[config.mk]
export PLATFORM = sky130hd
export DESIGN_NAME = sac_top
export DESIGN_NICKNAME = d
export VERILOG_FILES = /design/src/verilog/sac_top.v
export VERILOG_INCLUDE_DIRS = /design/src /design/src/verilog
export SDC_FILE = /design/constraint.sdc
export NUM_CORES = 1
export LEC_CHECK = 0
export BUFFER_PORTS_ARGS = -buffer_cell sky130_fd_sc_hd__buf_2
export CAP_MARGIN = 20
export CORE_MARGIN = 1.5
export CORE_UTILIZATION = 50
export CTS_CLUSTER_SIZE = 20
export DETAILED_ROUTE_END_ITERATION = 6
export HOLD_SLACK_MARGIN = 0.12
export PLACE_DENSITY = 0.88
export SLEW_MARGIN = 20
export SYNTH_ARGS = -nofsm -noshare
export SYNTH_HDL_FRONTEND = slang
export SYNTH_SLANG_ARGS = --single-unit
[constraint.sdc]
create_clock -name sys_clk -period 2.33 [get_ports sys_clk]
set_input_delay 0.3495 -clock sys_clk [delete_from_list [all_inputs] [get_ports sys_clk]]
set_output_delay 0.3495 -clock sys_clk [all_outputs]
set_load 0.01 [all_outputs]
[src/verilog/sac_defs.vh]
// register map, field positions, reset values and conversion timing of the sar converter
`ifndef SAC_DEFS_VH
`define SAC_DEFS_VH

// ------------------------------------------------------------
// register indexes (byte address is four times the index)
// ------------------------------------------------------------
`define SAC_IDX_CTRL1 8'h0e
`define SAC_IDX_CTRL2 8'h0f
`define SAC_IDX_RESULT 8'h1f
`define SAC_IDX_STATUS 8'h20
`define SAC_ADDR_W 12

// ------------------------------------------------------------
// first control register fields
// ------------------------------------------------------------
`define SAC_C1_TRIG 7
`define SAC_C1_FIX_HI 6
`define SAC_C1_FIX_LO 5
`define SAC_C1_ANALOG_INPUT_DISABLE 4
`define SAC_C1_SEL_HI 3
`define SAC_C1_SEL_LO 0
`define SAC_C1_RESET 8'h10

// ------------------------------------------------------------
// second control register fields
// ------------------------------------------------------------
`define SAC_C2_LADDER 5
`define SAC_C2_TIME_HI 3
`define SAC_C2_TIME_LO 1
`define SAC_C2_RESET 6'h00

// ------------------------------------------------------------
// status register fields
// ------------------------------------------------------------
`define SAC_ST_DONE 5
`define SAC_ST_BUSY 4

// ------------------------------------------------------------
// conversion time in fc periods; fc is sys_clk, so periods are cycles
// ------------------------------------------------------------
`define SAC_FC_000 11'd39
`define SAC_FC_010 11'd78
`define SAC_FC_011 11'd156
`define SAC_FC_100 11'd312
`define SAC_FC_101 11'd624
`define SAC_FC_110 11'd1248
`define SAC_FC_PER_CYCLE 11'd1
`define SAC_CNT_W 11

`endif

[src/verilog/sac_top.v]
// successive-approximation converter control with apb register slave
`timescale 1ns/10ps
`include "sac_defs.vh"

module sac_top #(
    parameter RES_W = 8,
    parameter CHAN_N = 4
)(
    input wire sys_clk,
    input wire rst,
    input wire psel,
    input wire penable,
    input wire pwrite,
    input wire [`SAC_ADDR_W-1:0] paddr,
    input wire [31:0] pwdata,
    output reg [31:0] prdata,
    output reg pready,
    output reg pslverr,
    input wire low_power,
    input wire cmp_in,
    output reg [RES_W-1:0] dac_code,
    output reg ladder_connect,
    output reg [CHAN_N-1:0] chan_enable,
    output reg conversion_done_irq
);

    // ------------------------------------------------------------
    // state
    // ------------------------------------------------------------
    reg trig_q;
    reg analog_input_disable_q;
    reg [1:0] fix_q;
    reg [3:0] sel_q;
    reg [5:0] c2_q;
    reg busy_q;
    reg done_q;
    reg sar_on_q;
    reg [2:0] bit_q;
    reg [RES_W-1:0] result_q;
    reg [`SAC_CNT_W-1:0] tot_q;
    reg [`SAC_CNT_W-1:0] step_q;
    reg [`SAC_CNT_W-1:0] len_q;
    reg [`SAC_CNT_W-1:0] sl_q;
    reg cmp_s1_q;
    reg cmp_s2_q;

    wire [`SAC_ADDR_W-1:0] a_c1 = {2'b00, `SAC_IDX_CTRL1, 2'b00};
    wire [`SAC_ADDR_W-1:0] a_c2 = {2'b00, `SAC_IDX_CTRL2, 2'b00};
    wire [`SAC_ADDR_W-1:0] a_res = {2'b00, `SAC_IDX_RESULT, 2'b00};
    wire [`SAC_ADDR_W-1:0] a_st = {2'b00, `SAC_IDX_STATUS, 2'b00};

    // first control reset image, split into fields below
    localparam [7:0] C1_RST = `SAC_C1_RESET;

    // ------------------------------------------------------------
    // conversion length per time code
    // ------------------------------------------------------------
    // time code decode
    function [`SAC_CNT_W-1:0] conv_len;
        input [2:0] code;
        begin
            case (code)
                3'b000: conv_len = `SAC_FC_000 * `SAC_FC_PER_CYCLE;
                3'b010: conv_len = `SAC_FC_010 * `SAC_FC_PER_CYCLE;
                3'b011: conv_len = `SAC_FC_011 * `SAC_FC_PER_CYCLE;
                3'b100: conv_len = `SAC_FC_100 * `SAC_FC_PER_CYCLE;
                3'b101: conv_len = `SAC_FC_101 * `SAC_FC_PER_CYCLE;
                3'b110: conv_len = `SAC_FC_110 * `SAC_FC_PER_CYCLE;
                default: conv_len = {`SAC_CNT_W{1'b0}};
            endcase
        end
    endfunction

    wire [`SAC_CNT_W-1:0] sel_len = conv_len(c2_q[`SAC_C2_TIME_HI:`SAC_C2_TIME_LO]);

    // ------------------------------------------------------------
    // apb decode
    // ------------------------------------------------------------
    wire setup = psel && !penable;
    wire acc = psel && penable && pready;
    wire hit = (paddr == a_c1) || (paddr == a_c2) || (paddr == a_res) || (paddr == a_st);
    wire wr_c1 = acc && pwrite && (paddr == a_c1) && !low_power;
    wire wr_c2 = acc && pwrite && (paddr == a_c2) && !low_power;
    wire rd_res = acc && !pwrite && (paddr == a_res);

    // start only when idle and enabled
    wire start = trig_q && !busy_q && !analog_input_disable_q && (sel_len != {`SAC_CNT_W{1'b0}}) && !low_power;
    wire step_end = busy_q && sar_on_q && (step_q == sl_q);
    wire finish = busy_q && !low_power && (tot_q == len_q - `SAC_CNT_W'd1);

    reg [7:0] rd_mux;

    // read mux; unused high bits read as zero
    always @*
    begin
        rd_mux = 8'h00;
        if (paddr == a_c1)
            rd_mux = {trig_q, fix_q, analog_input_disable_q, sel_q};
        else if (paddr == a_c2)
            // bits 7 and 6 read as zero here
            rd_mux = {2'b00, c2_q};
        else if (paddr == a_res)
            rd_mux = result_q;
        else if (paddr == a_st)
            rd_mux = {2'b00, done_q, busy_q, 4'h0};
    end

    // ------------------------------------------------------------
    // apb answer: one wait-free access, data set during setup
    // ------------------------------------------------------------
    always @(posedge sys_clk)
    begin
        if (rst)
        begin
            pready <= 1'b0;
            pslverr <= 1'b0;
            prdata <= 32'h0000_0000;
        end
        else
        begin
            pready <= setup;
            pslverr <= setup && !hit;
            prdata <= (setup && !pwrite) ? {24'h00_0000, rd_mux} : 32'h0000_0000;
        end
    end

    // ------------------------------------------------------------
    // control registers
    // ------------------------------------------------------------
    // low power forces initial values
    always @(posedge sys_clk)
    begin
        if (rst || low_power)
        begin
            trig_q <= C1_RST[`SAC_C1_TRIG];
            fix_q <= C1_RST[`SAC_C1_FIX_HI:`SAC_C1_FIX_LO];
            analog_input_disable_q <= C1_RST[`SAC_C1_ANALOG_INPUT_DISABLE];
            sel_q <= C1_RST[`SAC_C1_SEL_HI:`SAC_C1_SEL_LO];
            c2_q <= `SAC_C2_RESET;
        end
        else
        begin
            if (wr_c1)
            begin
                trig_q <= pwdata[`SAC_C1_TRIG];
                fix_q <= pwdata[`SAC_C1_FIX_HI:`SAC_C1_FIX_LO];
                analog_input_disable_q <= pwdata[`SAC_C1_ANALOG_INPUT_DISABLE];
                sel_q <= pwdata[`SAC_C1_SEL_HI:`SAC_C1_SEL_LO];
            end
            else
            begin
                trig_q <= 1'b0;
            end
            if (wr_c2)
                c2_q <= pwdata[5:0];
        end
    end

    // ------------------------------------------------------------
    // comparator synchroniser; analog result is asynchronous
    // ------------------------------------------------------------
    always @(posedge sys_clk)
    begin
        if (rst)
        begin
            cmp_s1_q <= 1'b0;
            cmp_s2_q <= 1'b0;
        end
        else
        begin
            cmp_s1_q <= cmp_in;
            cmp_s2_q <= cmp_s1_q;
        end
    end

    // ------------------------------------------------------------
    // conversion sequencer
    // ------------------------------------------------------------
    // step length leaves slack so the last decision lands before finish
    always @(posedge sys_clk)
    begin
        if (rst)
        begin
            busy_q <= 1'b0;
            sar_on_q <= 1'b0;
            bit_q <= 3'd7;
            dac_code <= {RES_W{1'b0}};
            tot_q <= {`SAC_CNT_W{1'b0}};
            step_q <= {`SAC_CNT_W{1'b0}};
            len_q <= {`SAC_CNT_W{1'b0}};
            sl_q <= {`SAC_CNT_W{1'b0}};
            result_q <= {RES_W{1'b0}};
        end
        else if (low_power)
        begin
            // low power aborts and clears busy
            busy_q <= 1'b0;
            sar_on_q <= 1'b0;
        end
        else if (start)
        begin
            busy_q <= 1'b1;
            sar_on_q <= 1'b1;
            bit_q <= 3'd7;
            dac_code <= {1'b1, {(RES_W-1){1'b0}}};
            tot_q <= {`SAC_CNT_W{1'b0}};
            step_q <= {`SAC_CNT_W{1'b0}};
            len_q <= sel_len;
            sl_q <= ((sel_len - `SAC_CNT_W'd1) >> 3) - `SAC_CNT_W'd1;
        end
        else if (busy_q)
        begin
            tot_q <= tot_q + `SAC_CNT_W'd1;
            if (step_end)
            begin
                // keep bit if input is at or above ladder
                step_q <= {`SAC_CNT_W{1'b0}};
                dac_code[bit_q] <= cmp_s2_q;
                if (bit_q != 3'd0)
                    dac_code[bit_q - 3'd1] <= 1'b1;
                else
                    sar_on_q <= 1'b0;
                bit_q <= bit_q - 3'd1;
            end
            else if (sar_on_q)
            begin
                step_q <= step_q + `SAC_CNT_W'd1;
            end
            if (finish)
            begin
                busy_q <= 1'b0;
                result_q <= dac_code;
            end
        end
    end

    // ------------------------------------------------------------
    // done flag and completion pulse
    // ------------------------------------------------------------
    // set wins over a read in the same cycle, so no event is lost
    always @(posedge sys_clk)
    begin
        if (rst)
        begin
            done_q <= 1'b0;
            conversion_done_irq <= 1'b0;
        end
        else
        begin
            conversion_done_irq <= finish;
            if (finish)
                done_q <= 1'b1;
            // cleared by result read or restart
            else if (rd_res || start)
                done_q <= 1'b0;
        end
    end

    // ------------------------------------------------------------
    // analog steering outputs
    // ------------------------------------------------------------
    // ladder during conversion or always
    always @(posedge sys_clk)
    begin
        if (rst)
            ladder_connect <= 1'b0;
        else
            ladder_connect <= c2_q[`SAC_C2_LADDER] || busy_q;
    end

    wire [CHAN_N-1:0] chan_d;

    genvar gi;
    generate
        for (gi = 0; gi < CHAN_N; gi = gi + 1)
        begin : g_chan
            localparam [31:0] CODE = gi + 1;
            // codes 1..4 route inputs; disable gates all
            assign chan_d[gi] = !analog_input_disable_q && (sel_q == CODE[3:0]);
        end
    endgenerate

    // one register for all inputs keeps a single driver
    always @(posedge sys_clk)
    begin
        if (rst)
            chan_enable <= {CHAN_N{1'b0}};
        else
            chan_enable <= chan_d;
    end

endmodule

* Word level (Yosys, flattened, before mapping)
Cells that the tools add are included.
W data, S select, Z words.
** Cells by class
- $add $sub $neg :: 6
- Magnitude comparators :: 4
- Equality and inequality tests :: 16
- Multiplexer cells :: 32
- Bitwise operators :: 5
- Reductions and logical operators :: 54
** Operators by type and width (number)
- $mux W11 :: 6
- $pmux W11 S6 :: 1
- $mux W8 :: 7
- $logic_and A1 B1 Y1 :: 26
- $eq A12 B6 Y1 const B :: 2
- $add A11 B1 Y11 const B :: 2
- $eq A11 B11 Y1 :: 2
- $sub A11 B1 Y11 const B :: 2
- $eq A12 B7 Y1 const B :: 1
- $eq A12 B8 Y1 const B :: 1
- $mux W1 :: 11
- $reduce_bool A11 Y1 :: 1
- $eq A3 B3 Y1 const B :: 3
- $mux W3 :: 3
- $reduce_and A3 Y1 :: 3
- $sub A8 B1 Y9 const B :: 1
- $bwmux W8 :: 1
- $eq A4 B2 Y1 const B :: 2
- $lt A3 B4 Y1 const B :: 2
- $or A8 B8 Y8 :: 1
- $demux W1 S3 :: 2
- $eq A3 B2 Y1 const B :: 2
- $ge A3 B1 Y1 const B :: 2
- $logic_not A1 Y1 :: 6
- other kinds (13) :: 27
** Storage, ports and cells
- Flip-flop bits (word level) :: 122
- Input bits :: 51
- Output and inout bits :: 48
- Logic and storage cells :: 141

* Depth between registers and ports, before layout
Gate-level depths: netlist of run 1.
- Depth in word-level cells :: 10
- Mapped depth :: 11
- Mapped depth without buffers :: 8

* Worst setup path before layout of run 1
No wires, ideal clock.
- Path type :: register -> register
- Start point :: register len_q[0]
- End point :: register busy_q
- Setup time :: 0.115 ns
- Data arrival time :: 2.339 ns
- Required time :: 2.215 ns
- Path slack :: -0.124 ns
- Stages on the path, launching flop included :: 11
- Path buffers :: 2
- Clock period less this slack :: 2.454 ns
- Path through :: dfxtp_1 -> inv_1 -> ha_1 -> buf_2 -> or4b_1 -> buf_2 -> xor2_1 -> or4_4 -> a32oi_4 -> nand2_2 -> and3_1
** Between the ends
- Word-level cells in the longest chain between the ends :: 6
** Ends and longest elaborated chain
- from (decl) :: line sac_top.v:42 : reg [`SAC_CNT_W-1:0] len_q;
- from (signal assigned) :: line sac_top.v:190 : len_q <= {`SAC_CNT_W{1'b0}};
- from (signal assigned) :: line sac_top.v:208 : len_q <= sel_len;
- $sub A11 B1 Y11 :: line sac_top.v:89 : wire finish = busy_q && !low_power && (tot_q == len_q - `SAC_CNT_W'd1);
- $eq A11 B11 Y1 :: line sac_top.v:89
- $logic_and A1 B1 Y1 :: line sac_top.v:89
- $mux W1 :: line sac_top.v:229 : if (finish)
- $mux W1 :: line sac_top.v:211 : else if (busy_q)
- $mux W1 :: line sac_top.v:200 : else if (start)
- to (signal assigned) :: line sac_top.v:197 : busy_q <= 1'b0;
- to (signal assigned) :: line sac_top.v:202 : busy_q <= 1'b1;
- to (signal assigned) :: line sac_top.v:231 : busy_q <= 1'b0;
- to (decl) :: line sac_top.v:35 : reg busy_q;
Every way passes these cells.
A chain may end at the register's enable or synchronous reset.

* Worst setup path after layout of run 1
- Start point :: register len_q[1]
- End point :: register result_q[1]
** Between the ends
- Word-level cells in the longest chain between the ends :: 4
** Ends and longest elaborated chain
- $sub A11 B1 Y11 :: line sac_top.v:89
- $eq A11 B11 Y1 :: line sac_top.v:89
- $logic_and A1 B1 Y1 :: line sac_top.v:89
- $reduce_and A4 Y1 (no source line)
- to (signal assigned) :: line sac_top.v:192 : result_q <= {RES_W{1'b0}};
- to (signal assigned) :: line sac_top.v:232 : result_q <= dac_code;
- to (decl) :: line sac_top.v:39 : reg [RES_W-1:0] result_q;
Every way passes these cells.

==> results.md, run 1 <==
- Cells after Synth: 589
- Wire per inst: 16.1 µm
- Hpwl dp: 9.15 mm
- Slew Viols, Final: 0
- Pre-antenna DRT Iters: 6
- Area after DPL: 5310 µm²
- Core ar.: 9330 µm²
- Final hold vios: 0
- R2R depth: 9
- Setup Skew: 0.00941 ns
- Max-Cap Viols: 0
- Status: finished with violations
- Final min period: 2.39 ns
- RR Endpoint: result_q[1]
- I/O pin cnt: 99
- Initial Utilization: 0.520
- Number of vias per cell: 5.80
- Vias in the first global route: 4352
- Max incr delay on CP: 0.48 ns
- Gr usage total: 0.248
- Synth area leader: dfxtp_1
- Synth top cells by count: dfxtp_1, nor2_1, nand2_1
- Worst-path cell chain: inv_2 > ha_4 > or4b_4 > xor2_1 > or4_4 > a32oi_4 > buf_12 > nand3_1 > a21oi_2
- First-iteration detailed-routing DRC count: 453
- Port Buf Inserts: 50
- Final period utilization: 1.02
- Kind of critical path: flop to flop
- Area grow syn2layout: 16.0%
- Die H: 101 µm
- Remaining Overflow, GRT: 0
- CP Launch Type: flop
- Layout cell share with drive strength beyond 1: 0.196
- Post-route antenna net violation count: 0
- Nets: 711
- Clock root cell: clkbuf_8
- Worst hold path type: primary input to flop
- First-pass GRT wire length: 20.1 mm
- RSZ-0062 raised after global routing: true
- Ys async rst share: 0
- CP max-delay cell: or4b_4
- Synth warn: 0
- Relative slew slack: 0.573
- P_leak: 0.00224 µW
- Clk_lat worst skew: 0.37 ns
- EDFF count, synth: 0
- DRC: 0
- Routed WL: 12.7 mm
- Clock Path Buffers: 2
- Post-synth top area share: 0.396
- WP data required: 2.63 ns
- Flop2flop setup slack: -0.06 ns
- Die area: 10300 µm²
- Max VDD drop: 0.350 mV
- FF+latch count, synth: 96
- Clock sinks: 96
- Hold_sp: cmp_in
- Netlist cell types: 64
- Largest net degree at the start of global routing: 26
- Pwr Total: 3050 µW
- TritonCTS Buffers: 9
- Worst hold path depth: 2
- Element type at the critical path end: flop
- Post-route cell area: 5630 µm²
- Worst path arrival time: 2.69 ns
- Synth top area cells: dfxtp_1, nor2_1, a21oi_1
- Sequential share of the synthesized area: 0.396
- Worst Max-Slew Pin Slew: 0.639 ns
- Fmax: 419 MHz
- Via Count: 4573
- CP top delay family: simple AND/OR/NAND/NOR gates
- Dpl ws: -0.0766 ns
- Worst r2r src: len_q[1]
- Initial antenna violation count: 0
- Fillers: 757
- Endpoint, Worst Hold: cmp_s1_q
- Failing checks: negative setup slack
- H-tree depth: 3
- Final core occ: 0.603
- Worst-path clk slew: 0.10 ns
- Setup-failing EPs final: 6
- Fin Hold WS: 0.186 ns
- Ys flop type: dfxtp_1
- Final worst slack: -0.0563 ns
- Diode count: 0
- CP Max Fanout: 9
- PwrDens: 542 nW/µm²
- RD Place Congestion: 0.908
- Most frequent cell after synthesis: dfxtp_1
- CTS tree: done
- Syn Area/Cell: 8.23 µm²
- Syn Std Cell Area: 4850 µm²
- Buffers & Inverters on Critical Path: 2
- Site row count: 35
- Die X: 101 µm
-- flip-flops by register name, indices dropped and copies added, names as in the netlist, 6 cells and up --
register / cells
len_q: 11
step_q: 11
tot_q: 11
sl_q: 9
dac_code: 8
prdata: 8
result_q: 8
c2_q: 6
-- logic make-up after synthesis --
| kind of cell | Yosys count | share of synthesized area |
|---|---|---|
| AO/OA/AOI/OAI | 127 | 0.174 |
| flip-flops | 96 | 0.396 |
| AND/OR/NAND/NOR | 236 | 0.236 |
| multiplexers | 15 | 0.0310 |
| buffers and inverters | 69 | 0.0758 |
| XOR/XNOR | 39 | 0.0704 |
| other | 1 | 0.000773 |
| adder cells (fa/ha/maj) | 6 | 0.0155 |
-- worst max-delay path by stage --
stage,cells after the start,startpoint,to
6_report,9,len_q[1],result_q[1]
2_1_floorplan,10,len_q[0],busy_q
3_5_place_dp,8,len_q[1],busy_q
4_1_cts,7,len_q[2],busy_q
5_1_grt,9,len_q[1],result_q[1]
3_3_place_gp,8,len_q[0],busy_q
-- metal layers --
metal  GRT usage  routed length [µm]  vias to the layer above
li1            -                   -                     2153
met1       0.300                5040                     2144
met2       0.414                6270                      221
met3      0.0538                 947                       55
met4       0.130                 463                        0
met5           0                   0                        -
-- final cells by class --
type / instances / area, µm² / share of cell area
tap: 129 / 161 / 0.0287
timing repair buffer: 88 / 564 / 0.100
inverter: 12 / 45.0 / 0.00800
clock inverter: 6 / 91.3 / 0.0162
sequential: 96 / 1920 / 0.342
multi-input combinational: 447 / 2700 / 0.480
clock buffer: 10 / 138 / 0.0245
-- power breakdown --
group | leakage (µW) | internal, µW | switching [µW]
Clock | 0.000117 | 640 | 604
Combinational | 0.00135 | 61.5 | 96.9
Sequential | 0.000775 | 1640 | 2.55
Total | 0.00224 | 2350 | 703
-- timing repair --
action / 4_1_cts / 5_1_grt
pin swaps: 3 / 9
hold buffers: 0 / 0
setup buffers: 1 / 4
hold endpoints to repair: 0 / 0
gates resized for setup: 1 / 8
endpoints found under the setup margin: 9 / 26
gates cloned: 0 / 0
-- cells in the final DEF, fill, tap and decap left out, drive strengths merged, types with 5 or more instances in the layout --
cell type / netlist / routed
nor4: 7 / 7
or3: 7 / 7
nand2: 44 / 44
ha: 6 / 6
dfxtp: 96 / 96
a222oi: 5 / 5
nor2: 89 / 89
nand3: 23 / 23
nand2b: 6 / 6
nor3: 13 / 13
a31oi: 5 / 5
nand4: 8 / 8
inv: 11 / 12
a22oi: 10 / 10
and3: 8 / 8
xor2: 23 / 23
a211oi: 5 / 5
conb: 1 / 24
clkbuf: 25 / 10
xnor2: 16 / 16
buf: 32 / 88
o21ai: 30 / 30
a21oi: 41 / 41
nor2b: 10 / 10
mux2i: 15 / 15
-- worst reg2reg max path, stage by stage, from the launching register on --
cell and delay, ns:
dfxtp_2 0.34, inv_2 0.07, ha_4 0.13, or4b_4 0.49, xor2_1 0.18, or4_4 0.45, a32oi_4 0.20, buf_12 0.16
nand3_1 0.13, a21oi_2 0.17
-- metrics by stage --
stage               std cells  setup TNS (ns)
floorplan                 612          -0.404
global placement          767         -0.0374
detailed placement        767          -0.155
CTS                       784               0
global route              788          -0.906
finish                    788          -0.157
Note: power is estimated with default switching activity, not from simulation.
==> run 2, diff against run 1 <==
--- a/config.mk
+++ b/config.mk
@@ -9,12 +9,12 @@
 export BUFFER_PORTS_ARGS = -buffer_cell sky130_fd_sc_hd__buf_2
 export CAP_MARGIN = 20
 export CORE_MARGIN = 1.5
-export CORE_UTILIZATION = 50
+export CORE_UTILIZATION = 55
 export CTS_CLUSTER_SIZE = 20
 export DETAILED_ROUTE_END_ITERATION = 6
 export HOLD_SLACK_MARGIN = 0.12
-export PLACE_DENSITY = 0.88
-export SLEW_MARGIN = 20
+export PLACE_DENSITY = 0.91
+export SETUP_SLACK_MARGIN = 0.1
 export SYNTH_ARGS = -nofsm -noshare
 export SYNTH_HDL_FRONTEND = slang
 export SYNTH_SLANG_ARGS = --single-unit
==> constraint.sdc (replaced) <==
create_clock -name sys_clk -period 2.3 [get_ports sys_clk]
set_input_delay 0.345 -clock sys_clk [delete_from_list [all_inputs] [get_ports sys_clk]]
set_output_delay 0.345 -clock sys_clk [all_outputs]
set_load 0.01 [all_outputs]
==> run 2 against run 1 <==
Compared with the run above:
- the run still ends with negative setup slack left
- die area down 8.8%
- flip-flop and latch count unchanged
- critical path type unchanged
- worst hold slack about the same
- setup slack improved by 0.022 ns
==> results.md, run 2 (synthesis gave the netlist of run 1 again) <==
- First-pass GRT wire length: 20.7 mm
- Largest net degree at the start of global routing: 22
- Final worst slack: -0.0348 ns
- I/O pin cnt: 99
- Hpwl dp: 8.94 mm
- Setup-failing EPs final: 5
- Worst Max-Slew Pin Slew: 0.647 ns
- Pint: 2160 µW
- WP data required: 2.55 ns
- Commonest non-fill, non-tap cell in the layout: dfxtp_1
- Final hold vios: 0
- Worst hold path type: primary input to flop
- Nets: 710
- Clk pwr share: 0.368
- Initial antenna violation count: 0
- Commonest cells after routing, fill and taps aside: dfxtp_1, nor2_1, buf_2
- Gr usage total: 0.271
- TritonCTS Buffers: 9
- CP Launch Type: flop
- Max incr delay on CP: 0.47 ns
- Met3 wire len: 885 µm
- Fmax: 428 MHz
- Worst-path clk slew: 0.10 ns
- Relative slew slack: 0.568
- Die H: 96.9 µm
- Routed WL: 12.4 mm
- RD Place Congestion: 0.920
- Final min period: 2.33 ns
- Combinational fraction of design power: 0.055
- Max VDD drop: 0.275 mV
- Clock root cell: clkbuf_8
- DR top layer: met4
- Failing checks: negative setup slack
- WL met1: 4.93 mm
- CP top delay family: simple AND/OR/NAND/NOR gates
- Dpl ws: -0.0664 ns
- Clock Path Buffers: 2
- First-iteration detailed-routing DRC count: 461
- Clock sinks: 96
- Core ar.: 8640 µm²
- CTS Hold Bufs: 0
- Site row count: 34
- Sw Share: 0.252
- Element type at the critical path end: flop
- Remaining Overflow, GRT: 0
- Kind of critical path: flop to flop
- Die area: 9390 µm²
- P_leak: 0.00221 µW
- DRC: 0
- Post-route antenna net violation count: 0
- Worst path arrival time: 2.59 ns
- Diode count: 0
- CP max-delay cell: or4b_4
- Top flop regs: len_q: 11 flops, step_q: 11 flops, tot_q: 11 flops
- Port Buf Inserts: 50
- DR WL met2: 6.26 mm
- P_sw: 729 µW
- Number of vias per cell: 5.96
- Die X: 96.9 µm
- CTS tree: done
- Setup TNS: -0.0741 ns
- Setup Skew: 0.0119 ns
- Final period utilization: 1.02
- Final non-filler cell total: 766
- Sequential share of power: 0.576
- Fin Hold WS: 0.186 ns
- Vias in the first global route: 4379
- Final core occ: 0.646
- Area grow syn2layout: 15.1%
- Worst-path cell chain: inv_2 > ha_4 > or4b_4 > xor2_1 > or4_4 > a32o_2 > o21ai_1 > a21oi_2
- Via Count: 4562
- Layout cell share with drive strength beyond 1: 0.211
- RSZ-0062 raised after global routing: true
- Max-Cap Viols: 0
- CP Max Fanout: 8
- Initial Utilization: 0.562
- Status: finished with violations
- Slew Viols, Final: 0
- H-tree depth: 3
- Buffers & Inverters on Critical Path: 1
- PwrDens: 519 nW/µm²
- Pre-antenna DRT Iters: 7
- Clk_lat worst skew: 0.37 ns
- Placed cells: 747
- Wire per inst: 16.2 µm
## run 2: final timing paths
kind / startpoint / cells after the start / endpoint / slack [ns]
min reg2reg: cmp_s1_q / 1 / cmp_s2_q / 0.45
max reg2reg: len_q[0] / 8 / result_q[4] / -0.03
max: len_q[0] / 8 / result_q[4] / -0.03
min: penable / 2 / pready / 0.19
## run 2: routing by layer
metal / up-vias / GRT usage
li1: 2152 / -
met1: 2167 / 0.327
met2: 206 / 0.460
met3: 37 / 0.0470
met4: 0 / 0.144
met5: - / 0
## run 2: layout make-up
class / instances / area [µm²]
Clock buffer: 10 / 138
Clock inverter: 6 / 51.3
Fill cell: 683 / 3060
Inverter: 12 / 48.8
Multi-Input combinational cell: 447 / 2740
Sequential cell: 96 / 1930
Tap cell: 108 / 135
Timing Repair Buffer: 87 / 541
## run 2: what timing repair did
action | in CTS | in global routing
setup buffers | 3 | 0
hold endpoints to repair | 0 | 0
pin swaps | 9 | 1
setup endpoints to repair | 11 | 27
gates resized for setup | 5 | 14
## run 2: per-stage QoR
| stage | cell area [µm²] | power (µW) |
|---|---|---|
| detailed placement | 5280 | 1850 |
| CTS | 5520 | 2890 |
| global placement | 5280 | 1850 |
| global route | 5580 | 2990 |
| finish | 5580 | 2890 |
| floorplan | 4960 | 1830 |
## run 2: worst register-to-register path: stages, from the launching register on
cell	delay [ns]
dfxtp_2	0.34
inv_2	0.06
ha_4	0.13
or4b_4	0.47
xor2_1	0.18
or4_4	0.45
a32o_2	0.34
o21ai_1	0.19
a21oi_2	0.07
## run 2: power by group through the flow
stage | Clock, µW | Combinational, µW | Sequential (µW)
final | 1070 | 160 | 1670
after global routing | 1150 | 174 | 1670
after CTS | 1070 | 153 | 1670
after detailed placement | 0 | 148 | 1710
after global placement | 0 | 142 | 1710
after floorplan | 0 | 121 | 1710
